`config.mk`:
```
export PLATFORM = sky130hd
export DESIGN_NAME = ega_compat_register_bank
export DESIGN_NICKNAME = d
export VERILOG_FILES = /design/src/rtl/ega_compat_pkg.sv /design/src/rtl/ega_compat_register_bank.sv /design/src/rtl/ega_strap_latch.sv
export SDC_FILE = /design/constraint.sdc
export NUM_CORES = 1
export LEC_CHECK = 0
export BUFFER_PORTS_ARGS = -buffer_cell sky130_fd_sc_hd__buf_4
export CAP_MARGIN = 15
export CORE_MARGIN = 4
export CORE_UTILIZATION = 45
export DETAILED_ROUTE_END_ITERATION = 10
export PLACE_DENSITY = 0.7
export SLEW_MARGIN = 20
export SYNTH_ARGS = -nofsm -noshare
export SYNTH_HDL_FRONTEND = slang
export SYNTH_SLANG_ARGS = --single-unit
```
`constraint.sdc`:
```
create_clock -name mclk_i -period 2.5 [get_ports mclk_i]
set_input_delay 0.25 -clock mclk_i [delete_from_list [all_inputs] [get_ports mclk_i]]
set_output_delay 0.25 -clock mclk_i [all_outputs]
set_load 0.01 [all_outputs]
```
`src/rtl/ega_compat_pkg.sv`:
```
// constants and carriers for the ega compatibility register bank
// Behaviour
// strap on data line 11 latched at reset as monitor type; pull-up gives 0
// ega operation selected when ext_reg_two bit 6 is written 0
// ext_reg_four bit 1 set enables ega status readback
// straps on data lines 15:12 latch into ext_reg_eleven 7:4 after reset
// with ega compatibility set, status zero bit 4 returns latched switch
// software sets emulation, clock lock, dot lock and double scan bits
// ttl monitor software clears emulation, enables interrupt, sets low clock
// software locks extended registers then enables their read protection
// misc output write-only at 3C2; reads there return status zero
// wildcard port digit decodes B in mono modes, D in color modes
// crtc data write-only except 0C-0F read/write; 10,11 read light pen
// attribute index/data respond identically at 3C0 and 3C1
// misc output bit 4 set disables video drivers, clear activates them
// misc bits 3:2 pick video clock; alternates only if config bit 3 is 0
// status zero bits 3:0 read ones; status one bit 6 one, bit 7 unused
// status one bit 2 is light pen switch: 0 closed, 1 open
// status one bit 1 is light pen trigger latch: 1 set, 0 reset
// feature control write-only and all bits without function
// map select fields a 3:2 and b 1:0 choose an 8 Kbyte font region
// attribute bit 3 chooses between character map a and b
// software writes 0 to every bit without function
// reads of write-only locations never change stored contents
package ega_compat_pkg;
	// ****************
	// port addresses
	// ****************
	localparam logic [9:0] port_attr_a = 10'h3C0;
	localparam logic [9:0] port_attr_b = 10'h3C1;
	localparam logic [9:0] port_misc = 10'h3C2;
	localparam logic [9:0] port_seq_index = 10'h3C4;
	localparam logic [9:0] port_seq_data = 10'h3C5;
	localparam logic [9:0] port_ext_index = 10'h3CE;
	localparam logic [9:0] port_ext_data = 10'h3CF;
	localparam logic [9:0] port_crtc_index_mono = 10'h3B4;
	localparam logic [9:0] port_crtc_data_mono = 10'h3B5;
	localparam logic [9:0] port_status_mono = 10'h3BA;
	localparam logic [9:0] port_crtc_index_color = 10'h3D4;
	localparam logic [9:0] port_crtc_data_color = 10'h3D5;
	localparam logic [9:0] port_status_color = 10'h3DA;
	// ****************
	// register indices
	// ****************
	localparam logic [7:0] seq_clocking_mode_idx = 8'h01;
	localparam logic [7:0] seq_char_map_idx = 8'h03;
	localparam logic [7:0] ext_two_idx = 8'h0C;
	localparam logic [7:0] ext_four_idx = 8'h0E;
	localparam logic [7:0] ext_eleven_idx = 8'h2B;
	localparam logic [7:0] ext_fourteen_idx = 8'h2E;
	localparam logic [7:0] ext_fifteen_idx = 8'h2F;
	localparam logic [4:0] crtc_rw_first = 5'h0C;
	localparam logic [4:0] crtc_rw_last = 5'h0F;
	localparam logic [4:0] crtc_pen_high_idx = 5'h10;
	localparam logic [4:0] crtc_pen_low_idx = 5'h11;
	// ****************
	// field positions
	// ****************
	localparam int ega_select_bit = 6;
	localparam int ega_compat_bit = 1;
	localparam int driver_off_bit = 4;
	localparam int clk_sel_lsb = 2;
	localparam int color_io_bit = 0;
	localparam int switch_lsb = 4;
	localparam int strap_monitor_line = 11;
	localparam int strap_switch_lsb = 12;
	localparam int config_alt_clock_bit = 3;
	localparam int attr_map_bit = 3;
	// ****************
	// reset values and fixed constants
	// ****************
	localparam logic [7:0] misc_reset = 8'h00;
	localparam logic [7:0] ext_two_reset = 8'h40;
	localparam logic [7:0] zero_byte = 8'h00;
	localparam logic [3:0] status0_low_ones = 4'hF;
	localparam logic [2:0] dump_index = 3'h0;
	localparam logic [1:0] strap_wait_last = 2'h3;
	// ****************
	// types
	// ****************
	typedef enum logic [2:0] {
		clk_base = 3'b001,
		clk_alt = 3'b010,
		clk_external = 3'b100
	} video_clock_e;
	typedef struct packed {
		logic rd;
		logic wr;
		logic [9:0] addr;
		logic [7:0] wdata;
	} io_req_s;
	typedef struct packed {
		logic pen_switch_open;
		logic pen_trigger;
		logic vert_retrace;
		logic display_inactive;
		logic [7:0] pen_high;
		logic [7:0] pen_low;
		logic [7:0] crtc_rw_data;
	} display_state_s;
endpackage

```
`src/rtl/ega_compat_register_bank.sv`:
```
// ega compatibility register bank on the byte i/o port bus
module ega_compat_register_bank (
	// clock and reset
	input wire logic mclk_i,
	input wire logic rst_n_i,
	// host i/o port bus
	input wire ega_compat_pkg::io_req_s io_i,
	output logic [7:0] io_rdata_o,
	output logic io_rvalid_o,
	// memory data lines for straps
	input wire logic [15:0] memory_data_lines_i,
	// display side state
	input wire ega_compat_pkg::display_state_s disp_i,
	input wire logic [7:0] attr_code_i,
	input wire logic [3:0] config_i,
	// control outputs
	output logic drivers_off_o,
	output ega_compat_pkg::video_clock_e video_clock_o,
	output logic ega_mode_o,
	output logic monitor_type_strap_bit_o,
	output logic [1:0] font_table_o,
	output logic [7:0] misc_output_control_o,
	output logic [7:0] sequencer_clocking_mode_o,
	output logic [7:0] ext_reg_eleven_o,
	output logic [7:0] ext_reg_fourteen_o,
	output logic [7:0] ext_reg_fifteen_o,
	output logic [4:0] crtc_index_o,
	output logic crtc_wr_o,
	output logic [7:0] attr_index_o,
	output logic attr_wr_o
);
	import ega_compat_pkg::*;
	// ****************
	// state
	// ****************
	typedef struct packed {
		logic [7:0] misc;
		logic [7:0] seq_index;
		logic [7:0] clocking_mode;
		logic [7:0] char_map;
		logic [7:0] feature;
		logic [7:0] ext_index;
		logic [7:0] ext_two;
		logic [7:0] ext_four;
		logic [3:0] ext_eleven_low;
		logic [7:0] ext_fourteen;
		logic [7:0] ext_fifteen;
		logic [4:0] crtc_index;
		logic attr_flip;
		logic [7:0] attr_index;
		logic attr_wr;
		logic crtc_wr;
		logic [7:0] rdata;
		logic rvalid;
		logic [1:0] font;
		logic [1:0] sync_sw;
		logic [1:0] sync_trig;
	} bank_state_s;
	bank_state_s st;
	bank_state_s next_st;
	logic mon_strap;
	logic [3:0] switches;
	logic strap_done;
	logic color_io;
	logic [9:0] crtc_index_port;
	logic [9:0] crtc_data_port;
	logic [9:0] status_port;
	logic ega_compat;
	logic [7:0] status0;
	logic [7:0] status1;
	logic [7:0] ext_eleven;
	// ****************
	// strap capture
	// ****************
	ega_strap_latch strap_u (
		.mclk_i(mclk_i),
		.rst_n_i(rst_n_i),
		.memory_data_lines_i(memory_data_lines_i),
		.monitor_type_strap_bit_o(mon_strap),
		.switches_o(switches),
		.done_o(strap_done)
	);
	assign ext_eleven = {switches, st.ext_eleven_low};
	// ****************
	// port decode
	// ****************
	assign color_io = st.misc[color_io_bit];
	assign crtc_index_port = color_io ? port_crtc_index_color : port_crtc_index_mono;
	assign crtc_data_port = color_io ? port_crtc_data_color : port_crtc_data_mono;
	assign status_port = color_io ? port_status_color : port_status_mono;
	assign ega_compat = st.ext_four[ega_compat_bit];
	// ****************
	// status readback
	// ****************
	always_comb begin
		status0 = {disp_i.display_inactive, 3'h0, status0_low_ones};
		if (ega_compat) begin
			status0[switch_lsb] = |switches;
		end
		status1 = 8'h40;
		status1[5:3] = 3'h0;
		status1[2] = st.sync_sw[1];
		status1[1] = st.sync_trig[1];
		status1[0] = disp_i.vert_retrace;
	end
	// ****************
	// access engine
	// ****************
	always_comb begin
		next_st = st;
		next_st.attr_wr = 1'b0;
		next_st.crtc_wr = 1'b0;
		next_st.rvalid = 1'b0;
		next_st.sync_sw = {st.sync_sw[0], disp_i.pen_switch_open};
		next_st.sync_trig = {st.sync_trig[0], disp_i.pen_trigger};
		next_st.font = attr_code_i[attr_map_bit] ? st.char_map[3:2] : st.char_map[1:0];
		if (io_i.wr) begin
			if (io_i.addr == port_misc) begin
				next_st.misc = io_i.wdata;
			end else if (io_i.addr == port_attr_a || io_i.addr == port_attr_b) begin
				next_st.attr_flip = ~st.attr_flip;
				if (!st.attr_flip) begin
					next_st.attr_index = io_i.wdata;
				end else begin
					next_st.attr_wr = 1'b1;
				end
			end else if (io_i.addr == port_seq_index) begin
				next_st.seq_index = io_i.wdata;
			end else if (io_i.addr == port_seq_data) begin
				if (st.seq_index == seq_clocking_mode_idx) begin
					next_st.clocking_mode = io_i.wdata;
				end else if (st.seq_index == seq_char_map_idx) begin
					next_st.char_map = io_i.wdata;
				end
			end else if (io_i.addr == port_ext_index) begin
				next_st.ext_index = io_i.wdata;
			end else if (io_i.addr == port_ext_data) begin
				case (st.ext_index)
					ext_two_idx: next_st.ext_two = io_i.wdata;
					ext_four_idx: next_st.ext_four = io_i.wdata;
					ext_eleven_idx: next_st.ext_eleven_low = io_i.wdata[3:0];
					ext_fourteen_idx: next_st.ext_fourteen = io_i.wdata;
					ext_fifteen_idx: next_st.ext_fifteen = io_i.wdata;
					default: next_st.ext_index = st.ext_index;
				endcase
			end else if (io_i.addr == crtc_index_port) begin
				next_st.crtc_index = io_i.wdata[4:0];
			end else if (io_i.addr == crtc_data_port) begin
				next_st.crtc_wr = 1'b1;
			end else if (io_i.addr == status_port) begin
				next_st.feature = io_i.wdata;
			end
		end else if (io_i.rd) begin
			next_st.rvalid = 1'b1;
			next_st.rdata = zero_byte;
			if (io_i.addr == port_misc) begin
				next_st.rdata = status0;
			end else if (io_i.addr == status_port) begin
				next_st.rdata = status1;
				next_st.attr_flip = 1'b0;
			end else if (io_i.addr == crtc_data_port) begin
				if (st.crtc_index >= crtc_rw_first && st.crtc_index <= crtc_rw_last) begin
					next_st.rdata = disp_i.crtc_rw_data;
				end else if (st.crtc_index == crtc_pen_high_idx) begin
					next_st.rdata = disp_i.pen_high;
				end else if (st.crtc_index == crtc_pen_low_idx) begin
					next_st.rdata = disp_i.pen_low;
				end
			end else if (io_i.addr == port_ext_data) begin
				case (st.ext_index)
					ext_two_idx: next_st.rdata = st.ext_two;
					ext_four_idx: next_st.rdata = st.ext_four;
					ext_eleven_idx: next_st.rdata = ext_eleven;
					ext_fourteen_idx: next_st.rdata = st.ext_fourteen;
					ext_fifteen_idx: next_st.rdata = st.ext_fifteen;
					default: next_st.rdata = zero_byte;
				endcase
			end
		end
	end
	always_ff @(posedge mclk_i or negedge rst_n_i) begin
		if (!rst_n_i) begin
			st <= '0;
			st.misc <= misc_reset;
			st.ext_two <= ext_two_reset;
		end else begin
			st <= next_st;
		end
	end
	// ****************
	// outputs
	// ****************
	always_comb begin
		case (st.misc[clk_sel_lsb +: 2])
			2'h0: video_clock_o = clk_base;
			2'h1: video_clock_o = config_i[config_alt_clock_bit] ? clk_base : clk_alt;
			default: video_clock_o = config_i[config_alt_clock_bit] ? clk_base : clk_external;
		endcase
	end
	assign drivers_off_o = st.misc[driver_off_bit];
	assign ega_mode_o = ~st.ext_two[ega_select_bit];
	assign monitor_type_strap_bit_o = mon_strap;
	assign font_table_o = st.font;
	assign misc_output_control_o = st.misc;
	assign sequencer_clocking_mode_o = st.clocking_mode;
	assign ext_reg_eleven_o = ext_eleven;
	assign ext_reg_fourteen_o = st.ext_fourteen;
	assign ext_reg_fifteen_o = st.ext_fifteen;
	assign crtc_index_o = st.crtc_index;
	assign crtc_wr_o = st.crtc_wr;
	assign attr_index_o = st.attr_index;
	assign attr_wr_o = st.attr_wr;
	assign io_rdata_o = st.rdata;
	assign io_rvalid_o = st.rvalid;
	// ****************
	// checks
	// ****************
	misc_readback_a: assert property (@(posedge mclk_i) disable iff (!rst_n_i)
		(io_i.rd && !io_i.wr && io_i.addr == port_misc) |=> (io_rvalid_o && io_rdata_o[3:0] == 4'hF))
		else $error("misc port read not status zero");
	read_no_effect_a: assert property (@(posedge mclk_i) disable iff (!rst_n_i)
		(io_i.rd && !io_i.wr) |=> $stable(misc_output_control_o) && $stable(ext_reg_fourteen_o))
		else $error("read changed stored register");
	driver_disable_a: assert property (@(posedge mclk_i) disable iff (!rst_n_i)
		(io_i.wr && io_i.addr == port_misc) |=> (drivers_off_o == $past(io_i.wdata[4])))
		else $error("driver disable not taken");
	ega_select_a: assert property (@(posedge mclk_i) disable iff (!rst_n_i)
		(io_i.wr && io_i.addr == port_ext_data && st.ext_index == ext_two_idx)
		|=> (ega_mode_o == !$past(io_i.wdata[6])))
		else $error("ega select wrong");
	status_one_a: assert property (@(posedge mclk_i) disable iff (!rst_n_i)
		(io_i.rd && !io_i.wr && io_i.addr == status_port) |=> (io_rdata_o[6] && !io_rdata_o[7]))
		else $error("status one fixed bits wrong");
	switch_status_a: assert property (@(posedge mclk_i) disable iff (!rst_n_i)
		(io_i.rd && !io_i.wr && io_i.addr == port_misc && !ega_compat) |=> !io_rdata_o[4])
		else $error("switch bit shown without ega compat");
	clock_pick_a: assert property (@(posedge mclk_i) disable iff (!rst_n_i)
		config_i[3] |-> video_clock_o == clk_base)
		else $error("alternate clock while config bit 3 set");
	attr_alias_a: assert property (@(posedge mclk_i) disable iff (!rst_n_i)
		(io_i.wr && io_i.addr == port_attr_b && st.attr_flip) |=> attr_wr_o)
		else $error("attribute data at 3C1 ignored");
	font_pick_a: assert property (@(posedge mclk_i) disable iff (!rst_n_i)
		attr_code_i[3] |=> font_table_o == $past(st.char_map[3:2]))
		else $error("map a not chosen");
	map_b_a: assert property (@(posedge mclk_i) disable iff (!rst_n_i)
		!attr_code_i[attr_map_bit] |=> (font_table_o == $past(st.char_map[1:0])))
		else $error("map b not chosen");
	strap_hold_a: assert property (@(posedge mclk_i) disable iff (!rst_n_i)
		strap_done |=> $stable(ext_reg_eleven_o[7:4]))
		else $error("switch straps changed after capture");
	monitor_hold_a: assert property (@(posedge mclk_i) disable iff (!rst_n_i)
		strap_done |=> $stable(monitor_type_strap_bit_o))
		else $error("monitor strap changed after capture");
	switch_shown_a: assert property (@(posedge mclk_i) disable iff (!rst_n_i)
		(io_i.rd && !io_i.wr && io_i.addr == port_misc && ega_compat)
		|=> (io_rdata_o[4] == (|$past(switches))))
		else $error("switch bit not shown with ega compat");
	crtc_pen_low_a: assert property (@(posedge mclk_i) disable iff (!rst_n_i)
		(io_i.rd && !io_i.wr && io_i.addr == crtc_data_port && st.crtc_index == crtc_pen_low_idx)
		|=> (io_rdata_o == $past(disp_i.pen_low)))
		else $error("light pen low not read back");
	crtc_rw_read_a: assert property (@(posedge mclk_i) disable iff (!rst_n_i)
		(io_i.rd && !io_i.wr && io_i.addr == crtc_data_port && st.crtc_index == crtc_rw_first)
		|=> (io_rdata_o == $past(disp_i.crtc_rw_data)))
		else $error("start address not read back");
	crtc_wo_read_a: assert property (@(posedge mclk_i) disable iff (!rst_n_i)
		(io_i.rd && !io_i.wr && io_i.addr == crtc_data_port && st.crtc_index < crtc_rw_first)
		|=> (io_rdata_o == zero_byte))
		else $error("write-only crtc register read back");
	crtc_write_a: assert property (@(posedge mclk_i) disable iff (!rst_n_i)
		(io_i.wr && io_i.addr == crtc_data_port) |=> crtc_wr_o)
		else $error("crtc data write not passed on");
	seq_read_zero_a: assert property (@(posedge mclk_i) disable iff (!rst_n_i)
		(io_i.rd && !io_i.wr && io_i.addr == port_seq_data) |=> (io_rdata_o == zero_byte))
		else $error("write-only sequencer data read back");
	feature_inert_a: assert property (@(posedge mclk_i) disable iff (!rst_n_i)
		(io_i.wr && io_i.addr == status_port)
		|=> ($stable(misc_output_control_o) && $stable(ext_reg_fifteen_o)))
		else $error("feature control write had an effect");
	flip_reset_a: assert property (@(posedge mclk_i) disable iff (!rst_n_i)
		(io_i.rd && !io_i.wr && io_i.addr == status_port) |=> !st.attr_flip)
		else $error("status read did not reset attribute pairing");
	attr_index_a: assert property (@(posedge mclk_i) disable iff (!rst_n_i)
		(io_i.wr && io_i.addr == port_attr_b && !st.attr_flip)
		|=> (attr_index_o == $past(io_i.wdata)))
		else $error("attribute index at 3C1 ignored");
	ext_fourteen_a: assert property (@(posedge mclk_i) disable iff (!rst_n_i)
		(io_i.wr && io_i.addr == port_ext_data && st.ext_index == ext_fourteen_idx)
		|=> (ext_reg_fourteen_o == $past(io_i.wdata)))
		else $error("ext_reg_fourteen write lost");
	ext_eleven_a: assert property (@(posedge mclk_i) disable iff (!rst_n_i)
		(io_i.wr && io_i.addr == port_ext_data && st.ext_index == ext_eleven_idx)
		|=> (ext_reg_eleven_o[3:0] == $past(io_i.wdata[3:0])))
		else $error("ext_reg_eleven write lost");
	clock_base_a: assert property (@(posedge mclk_i) disable iff (!rst_n_i)
		(misc_output_control_o[3:2] == 2'h0) |-> (video_clock_o == clk_base))
		else $error("base clock not chosen");
	clock_alt_a: assert property (@(posedge mclk_i) disable iff (!rst_n_i)
		(!config_i[config_alt_clock_bit] && misc_output_control_o[3:2] == 2'h1)
		|-> (video_clock_o == clk_alt))
		else $error("alternate clock not chosen");
	clock_ext_a: assert property (@(posedge mclk_i) disable iff (!rst_n_i)
		(!config_i[config_alt_clock_bit] && misc_output_control_o[3])
		|-> (video_clock_o == clk_external))
		else $error("external clock not chosen");
	// ****************
	// covers
	// ****************
	pen_read_c: cover property (@(posedge mclk_i) disable iff (!rst_n_i)
		io_i.rd && io_i.addr == crtc_data_port && st.crtc_index == crtc_pen_high_idx);
	ega_on_c: cover property (@(posedge mclk_i) disable iff (!rst_n_i) $rose(ega_mode_o));
	alt_clock_c: cover property (@(posedge mclk_i) disable iff (!rst_n_i) video_clock_o == clk_alt);
	switch_read_c: cover property (@(posedge mclk_i) disable iff (!rst_n_i)
		io_i.rd && io_i.addr == port_misc && ega_compat);
	attr_data_c: cover property (@(posedge mclk_i) disable iff (!rst_n_i) attr_wr_o);
endmodule

```
`src/rtl/ega_strap_latch.sv`:
```
// strap capture after reset release
module ega_strap_latch (
	// clock and reset
	input wire logic mclk_i,
	input wire logic rst_n_i,
	// memory data lines
	input wire logic [15:0] memory_data_lines_i,
	// captured straps
	output logic monitor_type_strap_bit_o,
	output logic [3:0] switches_o,
	output logic done_o
);
	import ega_compat_pkg::*;
	typedef struct packed {
		logic [15:0] s1;
		logic [15:0] s2;
		logic mon;
		logic [3:0] sw;
		logic done;
		logic [1:0] wait_cnt;
	} strap_state_s;
	strap_state_s st;
	strap_state_s next_st;
	always_comb begin
		next_st = st;
		next_st.s1 = memory_data_lines_i;
		next_st.s2 = st.s1;
		if (!st.done) begin
			if (st.wait_cnt == strap_wait_last) begin
				next_st.done = 1'b1;
				next_st.mon = ~st.s2[strap_monitor_line];
				next_st.sw = st.s2[strap_switch_lsb +: 4];
			end else begin
				next_st.wait_cnt = st.wait_cnt + 2'h1;
			end
		end
	end
	always_ff @(posedge mclk_i or negedge rst_n_i) begin
		if (!rst_n_i) begin
			st <= '0;
		end else begin
			st <= next_st;
		end
	end
	assign monitor_type_strap_bit_o = st.mon;
	assign switches_o = st.sw;
	assign done_o = st.done;
endmodule

```
Word-level counts from Yosys, hierarchy flattened
Cells that the tools add are included.

storage, ports and cells
  flip-flop bits (word level) = 147
  output and inout bits = 72
  logic and storage cells = 124

cells by class
  $add $sub $neg = 1
  order comparisons = 2
  eq/ne operators = 22
  mux-type cells = 38
  bitwise gates (word level) = 13
  reduce and logical (&&, ||, !) cells = 22

operators by type and width
  operator                                                            number
  2-to-1 mux 8 bit                                                    9
  == test 10 bit (second input constant)                              7
  AND reduction 8 bit                                                 6
  case mux 8 bit (5 select lines)                                     1
  == test 10 bit                                                      3
  == test 8 x 6 -> 1 bit (second input constant)                      3
  2-to-1 mux 7 bit                                                    3
  == test 8 x 4 -> 1 bit (second input constant)                      2
  2-to-1 mux 1 bit                                                    16
  inverter 1 bit                                                      13
  AND reduction 4 bit                                                 3
  AND reduction 6 bit                                                 2
  2-to-1 mux 11 bit                                                   1
  == test 5 bit (second input constant)                               2
  2-to-1 mux 10 bit                                                   1
  == test 8 x 1 -> 1 bit (second input constant)                      1
  == test 8 x 2 -> 1 bit (second input constant)                      1
  2-to-1 mux 2 bit                                                    4
  AND reduction 2 bit                                                 4
  AND reduction 7 bit                                                 1
  2-to-1 mux 3 bit                                                    2
  case mux 3 bit (2 select lines)                                     1
  greater-or-equal comparator 5 x 4 -> 1 bit (second input constant)  1
  less-or-equal comparator 5 x 4 -> 1 bit (second input constant)     1
  other kinds (9)                                                     10

Logic depth before layout (Yosys ltp)
  word-level depth = 11
  gate-level depth with buffers = 7

Modules after synthesis
From an unflattened synthesis, not the netlist that was laid out.

second synthesis, totals
  cell total of the unflattened synthesis = 473
  area, all modules = 5952.0 µm²

modules (own cells, without submodules)
  module                    times used  cells an instance  area an instance (µm²)
  ega_compat_register_bank  1           438                5332.6
  ega_strap_latch           1           35                 619.3

Worst setup path before layout
No wires, ideal clock.

  kind = reg-to-reg
  from = register st[69] in the netlist's numbering
  to = register st[64] in the netlist's numbering
  setup time = 0.125 ns
  data arrival time = 1.654 ns
  data required time = 2.375 ns
  slack = 0.721 ns
  stages on the path, launching flop included = 7
  path buffers = 2
  cell sequence = dfrtp_1 buf_2 and3b_1 nor3b_2 nor2b_1 buf_2 mux2_2

between the ends
  longest elaborated chain between the ends = 2

ends and longest elaborated chain
  item                                  RTL line                         source
  start: declaration                    ega_compat_register_bank.sv:59   bank_state_s st;
  start signal: assignment              ega_compat_register_bank.sv:187  st <= next_st;
  == test 8 x 4 -> 1 bit                ega_compat_register_bank.sv:138  case (st.ext_index)
  AND reduction 8 bit (no source line)  -

No other way between the ends.
A chain may end at the register's enable or synchronous reset.

Worst setup path in the final report
  from = register st[69] in the netlist's numbering
  to = register st[59] in the netlist's numbering

The elaborated chain is that of the path after synthesis.

==> results.py <==
metrics = {
    "status": {
        "run_status": "finished clean",
    },
    "floorplanning": {
        "rows": 41,
        "fp.dieH_um": 122,
        "fp.coreArea_mm2": 0.0126,
        "initial_utilization_pct": 46.1,
        "die_x_um": 122,
        "ios": 150,
        "die_area_mm2": 0.0148,
    },
    "synth": {
        "avgSynthCellArea_um2": 12.8,
        "synth-edff-count": 0,
        "synthCells": 456,
        "ys_seq_elements": 121,
        "synth-seq-area-share_pct": 52.1,
        "async_reset_ff_share_pct": 100,
        "synth.distinct_cells": 61,
        "syn_area_mm2": 0.00582,
        "ys.flop_type": "dfrtp_1",
        "yosysWarnings": 0,
        "syn_nets": 535,
    },
    "clock_tree": {
        "cts_tree": "yes",
        "cts-root-buf": "clkbuf_16",
        "numCtsBuffers": 17,
        "clockBufferDepth": 2,
        "post_cts_buffers": 0,
        "cts_num_sinks": 121,
        "htreeDepth": 4,
        "clk_latency_ns": 0.41,
        "clk_pin_slew_ns": 0.06,
    },
    "critical_path": {
        "cp_max_fo": 9,
        "critPathLaunchType": "flip-flop",
        "crit_type": "flip-flop to flip-flop",
        "endpoint_kind": "flip-flop",
        "worstPathArrival_ns": 2.49,
        "critPathRequiredTime_ns": 2.79,
    },
    "placed_design": {
        "dpl.hpwl_mm": 9.63,
        "pre_cts_ws_ns": 0.330,
        "port_buffers": 128,
        "gp_congestion": 0.834,
    },
    "grt": {
        "grt_pass1_wl_mm": 21.5,
        "gr-total-overflow": 0,
        "track_usage_pct": 19.0,
        "grt_max_degree": 122,
        "antenna_found_initial": 0,
        "grt_pass1_vias": 3898,
    },
    "timing": {
        "slew_headroom_pct": 55.8,
        "tns_ns": 0,
        "tightest_slew_ns": 0.660,
        "timing.fmax_mhz": 454,
        "finalSetupViolations": 0,
        "rsz0062_at_grt": "no",
        "fin_crit_ns": 2.20,
        "slew_viol_final": 0,
        "setup_ws_ns": 0.300,
        "clock_skew_ns": 0.00856,
        "hold_viol_final": 0,
        "layout_worst_path_cycle_share_pct": 88.0,
    },
    "drt": {
        "wl_met3_um": 963,
        "vias": 3835,
        "wl_per_cell_um": 18.9,
        "wl_met1_mm": 6.01,
        "drc": 0,
        "wl_met2_mm": 6.46,
        "firstDrtPassIters": 4,
        "wl_mm": 13.6,
        "vias_per_cell": 5.31,
        "routed.top_layer": "met4",
        "drt_iter0_drc": 247,
        "ant_nets": 0,
    },
    "power_and_ir_drop": {
        "powerDensity_mw_per_mm2": 679,
        "irDropWorstVdd_mv": 0.332,
        "p_leak_nw": 3.50,
    },
    "cells_and_area": {
        "diodes": 0,
        "drive_gt1_share_pct": 52.5,
        "fin_util_pct": 57.3,
        "area_growth_syn_to_layout_pct": 24.3,
        "final_net_count": 616,
    },
    "min_path": {
        "holdCritPathClass": "primary input to flip-flop",
    },
    "flow_run": {
        "drv_cap": 0,
    },
}
## cell families after synthesis
family / after synthesis / share of synthesized area [%]
flops: 121 / 52.1
buf+inv: 92 / 10.4
compound gates: 59 / 7.70
mux: 102 / 20.2
xor+xnor: 1 / 0.151
fa+ha+maj: 1 / 0.215
simple gates: 80 / 9.29
## flip-flops by register name, indices dropped and copies added, names as in the netlist
register,flops
strap_u.switches_o,4
ext_reg_eleven_o,4
next_st,2
misc_output_control_o,8
io_rvalid_o,1
ext_reg_fifteen_o,8
ext_reg_fourteen_o,8
ega_compat,1
strap_u.next_st,5
strap_u.monitor_type_strap_bit_o,1
io_rdata_o,8
font_table_o,2
st,38
crtc_wr_o,1
strap_u.st,7
attr_index_o,8
attr_wr_o,1
crtc_index_o,5
sequencer_clocking_mode_o,8
strap_u.done_o,1
## worst max-delay path, stage by stage (launching register included)
cell and delay [ns]:
dfrtp_1 0.52, and3b_1 0.22, nor3b_2 0.56, nor2b_1 0.26, buf_4 0.18, mux2_2 0.34
## cells in the final DEF, fill, tap and decap left out, types with 3 or more instances in the layout
cell type / netlist / layout
nor4_1: 5 / 5
nor2_1: 12 / 12
nor2b_1: 10 / 10
a22oi_1: 21 / 21
dlygate4sd3_1: 0 / 8
a21oi_1: 9 / 9
clkinv_4: 0 / 3
bufinv_16: 0 / 4
inv_1: 6 / 6
nand4_1: 3 / 3
dfrtp_1: 120 / 120
o21ai_0: 5 / 5
o32a_1: 3 / 3
inv_6: 0 / 6
mux2_4: 8 / 8
mux2_2: 93 / 93
nand2_1: 12 / 12
clkbuf_16: 0 / 17
and3_1: 4 / 4
a2bb2oi_1: 4 / 4
and2_1: 3 / 3
nor3_1: 5 / 5
buf_4: 64 / 138
o31a_1: 3 / 3
## synthesized netlist by cell type, drive strengths merged, types with 2 or more instances
library cell / count / share of area, %
dfrtp: 120 / 52
mux2: 101 / 20
buf: 75 / 9.3
a22oi: 21 / 2.7
nand2: 13 / 0.88
nor2: 13 / 0.97
clkbuf: 10 / 0.65
nor2b: 10 / 1.1
a21oi: 9 / 0.77
nor4: 7 / 1.1
inv: 6 / 0.39
nor3: 5 / 0.43
o21ai: 5 / 0.43
a2bb2oi: 4 / 0.60
and3: 4 / 0.43
nor3b: 4 / 0.99
and2: 3 / 0.32
nand3: 3 / 0.34
nand4: 3 / 0.32
o211ai: 3 / 0.56
o31a: 3 / 0.45
o32a: 3 / 0.52
and3b: 2 / 0.30
and4b: 2 / 0.34
and4bb: 2 / 0.43
nor4b: 2 / 0.41
o221ai: 2 / 0.30
or2: 2 / 0.22
## final cells by class
type / count / area [um2]
tap: 172 / 215
clock inverter: 15 / 211
sequential: 121 / 3030
multi-input combinational: 243 / 2190
fill: 1063 / 5390
inverter: 7 / 26.3
timing repair buffer: 147 / 1140
clock buffer: 17 / 425
## repair_timing
item | CTS | global route
endpoints found under the setup margin | 0 | 0
resized for setup | 0 | 0
hold buffers | 8 | 0
endpoints found under the hold margin | 127 | 0
## path summary, 6_finish.rpt
kind	startpoint	end	slack, ns	cells after the start
worst max-delay path	st[69]	st[59]	0.30	5
worst min-delay path	io_i[18]	crtc_wr_o	0.11	3
worst max register to register	st[69]	st[59]	0.30	5
worst min register to register	strap_u.next_st[19]	strap_u.st[19]	0.35	0
max in group asynchronous	rst_n_i	next_st[1]	1.53	3
min in group asynchronous	rst_n_i	attr_index_o[7]	0.48	3
## stage by stage
step | instances | area [um2] | power, mW | hold slack [ns]
2_1_floorplan | 456 | 5820 | 2.17 | -0.0456
3_3_place_gp | 682 | 6510 | 2.32 | 0.332
3_5_place_dp | 682 | 6510 | 2.33 | 0.335
4_1_cts | 722 | 7230 | 4.96 | 0.0869
5_1_grt | 722 | 7230 | 5.09 | 0.106
6_report | 722 | 7230 | 4.91 | 0.105
## power by group
group          switching, mW  total (mW)  internal, mW
logic                  0.141       0.279         0.138
registers             0.0239        2.02          2.00
clock network          0.918        2.61          1.69
## routing by layer
metal  vias up  global-route usage [%]
met2       140                    29.6
met3        16                    5.06
li1       1754                       -
met1      1925                    26.2
met5         -                       0
met4         0                    5.67
Note: power is estimated with default switching activity, not from simulation.
